[src/hdl/lookaside_l2_pkg.sv]
// shared types and constants for the look-aside cache bus responder
package lookaside_l2_pkg;

    // every cache-side burst is four data beats
    localparam int BURST_BEATS = 4;
    localparam logic [1:0] FIRST_BEAT = 2'h0;
    localparam logic [1:0] LAST_BEAT = 2'(BURST_BEATS - 1);

    // owner of the current data tenure
    typedef enum logic [1:0] {
        DT_IDLE,
        DT_CACHE,
        DT_MEM
    } tenure_e;

    // castout and snoop sequencer
    typedef enum logic [3:0] {
        SQ_IDLE,
        SQ_MISS_DLY,
        SQ_MISS_WAIT,
        SQ_RETRY,
        SQ_WINDOW,
        SQ_REQWIN,
        SQ_GRANT,
        SQ_YIELD,
        SQ_CASTOUT
    } seq_e;

    // bus pins sensed by the cache, all active high here
    typedef struct packed {
        logic ts;
        logic snoop;
        logic read;
        logic write_through_flag;
        logic sys_aack;
        logic mem_ta;
        logic processor_data_bus_grant;
        logic cache_bus_grant;
        logic processor_bus_request_sense;
    } bus_in_s;

    // tag lookup result, valid in the transfer start cycle
    typedef struct packed {
        logic hit;
        logic line_dirty;
        logic victim_dirty;
    } lookup_s;

endpackage

[src/hdl/lookaside_l2_bus_response.sv]
// bus-side transaction control of the look-aside copy-back cache
// Contract
// - one pipelined address; hold aack until tenure ends
// - own tenure: aack with fourth transfer ack
// - after memory miss: aack after fourth ack
// - write-through taken from flag at start
// - write-through hit, clean miss: drive nothing
// - dirty victim: bus request two clocks later
// - victim into buffer during fill; castout after
// - dirty snoop: retry through cycle after aack
// - bus request rises with retry
// - sample processor request after retry window
// - no processor request: sample grant next cycle
// - processor request: drop request, ignore grant
// - processor writeback: update on read, invalidate write
// - first hit beat gated by processor data grant; later beats ungated
// - hit claim from after start past aack
// - grant with start gives first ack next
module lookaside_l2_bus_response (
    // clock and reset
    input wire logic core_clk,
    input wire logic rst,
    // sensed bus and tag lookup
    input wire lookaside_l2_pkg::bus_in_s bus,
    input wire lookaside_l2_pkg::lookup_s look,
    // address tenure answers
    output logic aack,
    output logic artry,
    output logic hit_claim,
    // data tenure answers
    output logic ta,
    output logic array_write,
    // castout path
    output logic cache_bus_request,
    output logic castout_start,
    output logic cob_load,
    output logic cob_unload,
    // snoop copy maintenance
    output logic snoop_update,
    output logic snoop_invalidate
);

    lookaside_l2_pkg::tenure_e dt_q;
    lookaside_l2_pkg::seq_e sq_q;
    logic [1:0] bc_q;
    logic [1:0] cb_q;
    logic hp_q, mp_q, hw_q, pf_q, pv_q;
    logic cur_wr_q, cur_fill_q, cur_vict_q, sr_q;
    logic aack_q, ta_q, claim_q, artry_q, br_q, cts_q;
    logic aw_q, cobl_q, cobu_q, upd_q, inv_q;

    // classify the transfer start
    logic seq_idle, ts_hit, ts_snp, ts_mem, ts_vict, new_wr;
    assign seq_idle = sq_q == lookaside_l2_pkg::SQ_IDLE;
    assign ts_hit = bus.ts & ~bus.snoop & look.hit
        & ~(~bus.read & bus.write_through_flag);
    assign ts_snp = bus.ts & bus.snoop & look.hit & look.line_dirty
        & seq_idle;
    assign ts_mem = bus.ts & ~ts_hit & ~ts_snp;
    assign ts_vict = bus.ts & ~bus.snoop & ~look.hit & look.victim_dirty
        & seq_idle;
    assign new_wr = ts_hit ? ~bus.read : hw_q;

    // data tenure tracking and pipelining limit
    logic cache_own, last_cache, last_mem, free, want, aack_d;
    logic mem_go, first_beat, ta_d, mem_beat, wr_beat;
    assign cache_own = dt_q == lookaside_l2_pkg::DT_CACHE;
    assign last_cache = cache_own && bc_q == lookaside_l2_pkg::LAST_BEAT;
    assign last_mem = dt_q == lookaside_l2_pkg::DT_MEM && bus.mem_ta
        && bc_q == lookaside_l2_pkg::LAST_BEAT;
    assign free = dt_q == lookaside_l2_pkg::DT_IDLE || last_cache
        || last_mem;
    assign want = ts_hit | hp_q;
    assign aack_d = want & free;
    assign mem_go = (ts_mem | mp_q) & free & ~want;
    assign first_beat = bus.processor_data_bus_grant
        & ((cache_own && bc_q == lookaside_l2_pkg::FIRST_BEAT)
        || (aack_d && dt_q == lookaside_l2_pkg::DT_IDLE));
    assign ta_d = first_beat
        | (cache_own && bc_q != lookaside_l2_pkg::FIRST_BEAT);
    assign mem_beat = dt_q == lookaside_l2_pkg::DT_MEM && bus.mem_ta;
    assign wr_beat = cache_own ? cur_wr_q : new_wr;

    // tenure owner and beat count
    always_ff @(posedge core_clk or posedge rst) begin
        if (rst) begin
            dt_q <= lookaside_l2_pkg::DT_IDLE;
            bc_q <= 2'h0;
        end else begin
            if (aack_d) begin
                dt_q <= lookaside_l2_pkg::DT_CACHE;
            end else if (mem_go) begin
                dt_q <= lookaside_l2_pkg::DT_MEM;
            end else if (last_cache || last_mem) begin
                dt_q <= lookaside_l2_pkg::DT_IDLE;
            end
            if (ta_d || mem_beat) begin
                bc_q <= bc_q + 2'h1; // wraps after the fourth beat
            end
        end
    end

    // pending pipelined transfer and its attributes
    always_ff @(posedge core_clk or posedge rst) begin
        if (rst) begin
            hp_q <= 1'b0;
            mp_q <= 1'b0;
            hw_q <= 1'b0;
            pf_q <= 1'b0;
            pv_q <= 1'b0;
            cur_wr_q <= 1'b0;
            cur_fill_q <= 1'b0;
            cur_vict_q <= 1'b0;
        end else begin
            hp_q <= want & ~free;
            mp_q <= (ts_mem | mp_q) & ~mem_go;
            if (ts_hit) begin
                hw_q <= ~bus.read;
            end
            if (ts_mem) begin
                pf_q <= ~bus.snoop & ~look.hit;
                pv_q <= ts_vict;
            end
            if (aack_d) begin
                cur_wr_q <= new_wr;
            end
            if (mem_go) begin
                cur_fill_q <= ts_mem ? (~bus.snoop & ~look.hit) : pf_q;
                cur_vict_q <= ts_mem ? ts_vict : pv_q;
            end
        end
    end

    // address and data answers for hits
    always_ff @(posedge core_clk or posedge rst) begin
        if (rst) begin
            aack_q <= 1'b0;
            ta_q <= 1'b0;
            claim_q <= 1'b0;
        end else begin
            aack_q <= aack_d;
            ta_q <= ta_d;
            claim_q <= ts_hit | hp_q | aack_d | aack_q;
        end
    end

    // array and copy-back buffer strobes
    always_ff @(posedge core_clk or posedge rst) begin
        if (rst) begin
            aw_q <= 1'b0;
            cobl_q <= 1'b0;
        end else begin
            aw_q <= (ta_d & wr_beat) | (mem_beat & cur_fill_q);
            cobl_q <= mem_beat & cur_vict_q;
        end
    end

    // castout and snoop sequencer
    always_ff @(posedge core_clk or posedge rst) begin
        if (rst) begin
            sq_q <= lookaside_l2_pkg::SQ_IDLE;
            cb_q <= 2'h0;
            sr_q <= 1'b0;
            artry_q <= 1'b0;
            br_q <= 1'b0;
            cts_q <= 1'b0;
            cobu_q <= 1'b0;
            upd_q <= 1'b0;
            inv_q <= 1'b0;
        end else begin
            cts_q <= 1'b0;
            cobu_q <= 1'b0;
            upd_q <= 1'b0;
            inv_q <= 1'b0;
            case (sq_q)
                lookaside_l2_pkg::SQ_IDLE: begin
                    cb_q <= 2'h0;
                    if (ts_snp) begin
                        sr_q <= bus.read;
                        artry_q <= 1'b1;
                        br_q <= 1'b1;
                        sq_q <= lookaside_l2_pkg::SQ_RETRY;
                    end else if (ts_vict) begin
                        sq_q <= lookaside_l2_pkg::SQ_MISS_DLY;
                    end
                end
                lookaside_l2_pkg::SQ_MISS_DLY: begin
                    br_q <= 1'b1;
                    sq_q <= lookaside_l2_pkg::SQ_MISS_WAIT;
                end
                lookaside_l2_pkg::SQ_MISS_WAIT: begin
                    if (last_mem && cur_vict_q) begin
                        sq_q <= lookaside_l2_pkg::SQ_GRANT;
                    end
                end
                lookaside_l2_pkg::SQ_RETRY: begin
                    if (bus.sys_aack) begin
                        sq_q <= lookaside_l2_pkg::SQ_WINDOW;
                    end
                end
                lookaside_l2_pkg::SQ_WINDOW: begin
                    artry_q <= 1'b0;
                    sq_q <= lookaside_l2_pkg::SQ_REQWIN;
                end
                lookaside_l2_pkg::SQ_REQWIN: begin
                    if (bus.processor_bus_request_sense) begin
                        br_q <= 1'b0;
                        inv_q <= ~sr_q;
                        sq_q <= lookaside_l2_pkg::SQ_YIELD;
                    end else begin
                        sq_q <= lookaside_l2_pkg::SQ_GRANT;
                    end
                end
                lookaside_l2_pkg::SQ_GRANT: begin
                    if (bus.cache_bus_grant) begin
                        br_q <= 1'b0;
                        cts_q <= 1'b1;
                        sq_q <= lookaside_l2_pkg::SQ_CASTOUT;
                    end
                end
                lookaside_l2_pkg::SQ_YIELD: begin
                    if (bus.mem_ta) begin
                        upd_q <= sr_q;
                        cb_q <= cb_q + 2'h1;
                        if (cb_q == lookaside_l2_pkg::LAST_BEAT) begin
                            sq_q <= lookaside_l2_pkg::SQ_IDLE;
                        end
                    end
                end
                lookaside_l2_pkg::SQ_CASTOUT: begin
                    if (bus.mem_ta) begin
                        cobu_q <= 1'b1;
                        cb_q <= cb_q + 2'h1;
                        if (cb_q == lookaside_l2_pkg::LAST_BEAT) begin
                            sq_q <= lookaside_l2_pkg::SQ_IDLE;
                        end
                    end
                end
                default: begin
                    sq_q <= lookaside_l2_pkg::SQ_IDLE;
                end
            endcase
        end
    end

    // outputs straight from flops
    assign aack = aack_q;
    assign artry = artry_q;
    assign hit_claim = claim_q;
    assign ta = ta_q;
    assign array_write = aw_q;
    assign cache_bus_request = br_q;
    assign castout_start = cts_q;
    assign cob_load = cobl_q;
    assign cob_unload = cobu_q;
    assign snoop_update = upd_q;
    assign snoop_invalidate = inv_q;
endmodule

[config.mk]
export PLATFORM = sky130hd
export DESIGN_NAME = lookaside_l2_bus_response
export DESIGN_NICKNAME = d
export VERILOG_FILES = /design/src/hdl/lookaside_l2_pkg.sv /design/src/hdl/lookaside_l2_bus_response.sv
export SDC_FILE = /design/constraint.sdc
export NUM_CORES = 1
export LEC_CHECK = 0
export ABC_AREA = 1
export CORE_MARGIN = 4
export CORE_UTILIZATION = 58
export CTS_BUF_LIST = sky130_fd_sc_hd__clkbuf_2
export DETAILED_ROUTE_END_ITERATION = 8
export DONT_BUFFER_PORTS = 1
export PLACE_DENSITY = 0.76
export REMOVE_ABC_BUFFERS = 1
export SYNTH_ARGS = -nofsm -noshare
export SYNTH_HDL_FRONTEND = slang
export SYNTH_SLANG_ARGS = --single-unit
[constraint.sdc]
create_clock -name core_clk -period 1.4 [get_ports core_clk]
set_input_delay 0 -clock core_clk [delete_from_list [all_inputs] [get_ports core_clk]]
set_output_delay 0 -clock core_clk [all_outputs]
set_load 0.1 [all_outputs]
==> run metrics <==
status=completed; RR Startpoint=dt_q[1]$_DFFE_PP0P_; DRC=0; crit path cell chain=or2_4, nand2_4, nand2_4, nand2_4, inv_2, nor2_2, nand3_1, nand2_1; Detailed Place HPWL=2.400 mm; worst-path fanout max=6; Tcrit/Tclk final=0.9689; R2R depth=8; # rows=18; critical path's largest stage delay=0.49 ns; Initial Utilization=0.6101; CP startpoint kind=flip-flop; largest net degree at the start of global routing=22; gp weighted congestion=0.8708; Max Clock Freq=0.7372 GHz; worst skew pair latency=0.37 ns; Antenna diodes=0; Die ar.=3514 um2; nets=240; P_leak=1.033 nW; CTS Buffer Depth=2; NetSw=2.306 mW; CP Class=flip-flop to flip-flop; Final Power=4.403 mW; synth unique cells=25; CTS tree=yes; Num CTS Buffers=5; Tot GR Track Use=0.2118; final worst setup slack=0.04358 ns; register share of total power=0.316; Worst EP required=1.71 ns; WP buf/inv=1; yosys warns=0; DR vias=1320; Vias/cell=5.197; Clock power frac=0.091; Post-Syn Area=1525 um2; Area growth syn-to-layout=29.86%; peak supply drop=0.002021 V; Critical Path AT=1.67 ns; RSZ-0062 raised after global routing=yes; pre-CTS setup slack=0.001702 ns; Clock Tree Root=clkbuf_2; Power Density=2223 nW/um2; Period minus WS final=1.356 ns; Detail Route Antenna Nets=0; initial DRC count=52; non-filler cells in the finished layout=254; Placed Cells=228; CP top delay family=simple AND/OR/NAND/NOR gates; Sw Ratio=0.5236; relative slew slack=0.7518; vias in the first global route=1261; clk_skew=0.01942 ns; Crit. path cell count=8; Gate power share=0.593; TritonRoute pass-1 iters=4; flops & latches, synth=30; Setup violations, final=0; GRT Residual Overflow=0; measured slew at the worst slew-check pin=0.3711 ns; Chip Height=59.28 um; CTS Sinks=30; H-tree levels=2; Max-Cap Viols=0; clk slew on worst S/H paths=0.16 ns; CP endpoint kind=flip-flop; IO Count=25; fill count=166; Hold Crit Class=input pin to asynchronous set/reset pin; first-pass GRT wire length=5.471 mm; Wirelength per Cell=14.33 um; Core Box Area=2500 um2; internal power=2.097 mW; Routed Wire Length=3.639 mm; Post-Synthesis Cells=185; Seq/Total Area, Yosys=0.4922; Mean Syn Cell Area=8.244 um2; die span in x=59.28 um; Worst path slowest cell=dfrtp_2; initial antenna violation count=0; most common cell type on the critical path=nand2_4; layout cells sized above 1=0.3304; final hold violations=0; Critical path origin=dt_q[1]$_DFFE_PP0P_; final max-slew violation count=0; I/O Buffers=0
[cells in the mapped netlist]
library cell / instances / area [um2]
nand2_1: 45 / 168.9
dfrtp_1: 30 / 750.7
inv_1: 25 / 93.84
nand3_1: 19 / 95.09
nor2_1: 16 / 60.06
nand2_2: 7 / 43.79
nor2_2: 7 / 43.79
o21ai_0: 5 / 25.02
o21ai_1: 5 / 25.02
a21oi_1: 4 / 20.02
ha_1: 3 / 37.54
inv_2: 3 / 11.26
nand4_1: 3 / 18.77
nand2_4: 2 / 22.52
a22oi_1: 1 / 7.510
a2bb2oi_4: 1 / 26.28
buf_6: 1 / 11.26
nand3_2: 1 / 10.01
nor2_4: 1 / 11.26
nor3_1: 1 / 5.000
o21a_1: 1 / 7.510
or2_1: 1 / 6.260
or2_2: 1 / 6.260
or2_4: 1 / 8.760
xor2_1: 1 / 8.760
[cell families (layout without fill, tap and decap cells)]
| logic type | Yosys count | in the layout | synth area share |
|---|---|---|---|
| compound gates | 17 | 17 | 0.07301 |
| flops | 30 | 30 | 0.4922 |
| fa+ha+maj | 3 | 3 | 0.02461 |
| buf+inv | 29 | 68 | 0.07629 |
| simple gates | 105 | 105 | 0.3281 |
| xor+xnor | 1 | 1 | 0.005743 |
[cell type report]
type / instances / area (um2) / share of cell area
multi-input combinational: 126 / 774.5 / 0.3910
sequential: 30 / 757.0 / 0.3822
timing repair buffer: 32 / 267.8 / 0.1352
inverter: 28 / 107.6 / 0.05433
tap: 30 / 37.54 / 0.01895
clock buffer: 5 / 25.02 / 0.01263
clock inverter: 3 / 11.26 / 0.005685
[flip-flops by register name, indices dropped and copies added (netlist names), 2 cells and up]
signal  flops
bc_q        2
cb_q        2
dt_q        2
sq_q        4
[placed cells by master, fill, tap and decap left out, types with 2 or more instances in the layout]
cell type	count
inv_1	24
ha_1	2
nand4_1	3
nand2_1	37
dlygate4sd3_1	11
nand2_2	12
nor2_1	13
nor2_2	4
nand3_2	3
clkbuf_2	5
o21ai_0	4
nand3_1	16
a21oi_1	2
buf_4	21
clkinv_1	3
o21ai_1	5
nor2_4	7
nand2_4	5
dfrtp_1	25
inv_2	3
dfrtp_2	5
[per-stage QoR]
stage	util	TNS [ns]	instance area, um2	hold WS, ns
final	0.7923	0	1981	0.01925
after global routing	0.7923	-0.3916	1981	0.04467
after CTS	0.7257	0	1814	0.01949
after detailed placement	0.6627	0	1657	-0.1165
after global placement	0.6627	0	1657	-0.1349
after floorplan	-	0	1514	0.09081
[per-layer routing]
layer	track usage	vias up	wire, um
li1	-	655	-
met1	0.2782	610	1622
met2	0.3245	43	1694
met3	0.05882	12	221
met4	0.09385	0	101
met5	0	-	0
[repair_timing]
action,4_1_cts,5_1_grt
endpoints found under the setup margin,6,16
resized for setup,1,36
hold buffers,11,0
pin swaps,1,19
endpoints found under the hold margin,53,0
gates cloned,0,0
setup buffers,1,6
[power groups by stage]
stage / Clock [mW] / Combinational [mW] / Sequential, mW
floorplan: 0 / 1.15 / 1.92
global placement: 0 / 2.11 / 1.37
detailed placement: 0 / 2.14 / 1.38
CTS: 0.402 / 2.22 / 1.36
global route: 0.437 / 2.83 / 1.43
finish: 0.400 / 2.61 / 1.39
[path summary, 6_finish.rpt]
path                       slack, ns                         end
min in group core_clk           0.03              hw_q$_DFF_PP0_
max reg2reg                     0.04      cur_vict_q$_DFFE_PP0P_
max in group asynchronous       0.73         sq_q[3]$_DFFE_PP0P_
min reg2reg                     0.44  snoop_invalidate$_DFF_PP0_
min                             0.02         bc_q[1]$_DFFE_PP0P_
max                             0.04      cur_vict_q$_DFFE_PP0P_
Note: power is estimated with default switching activity, not from simulation.
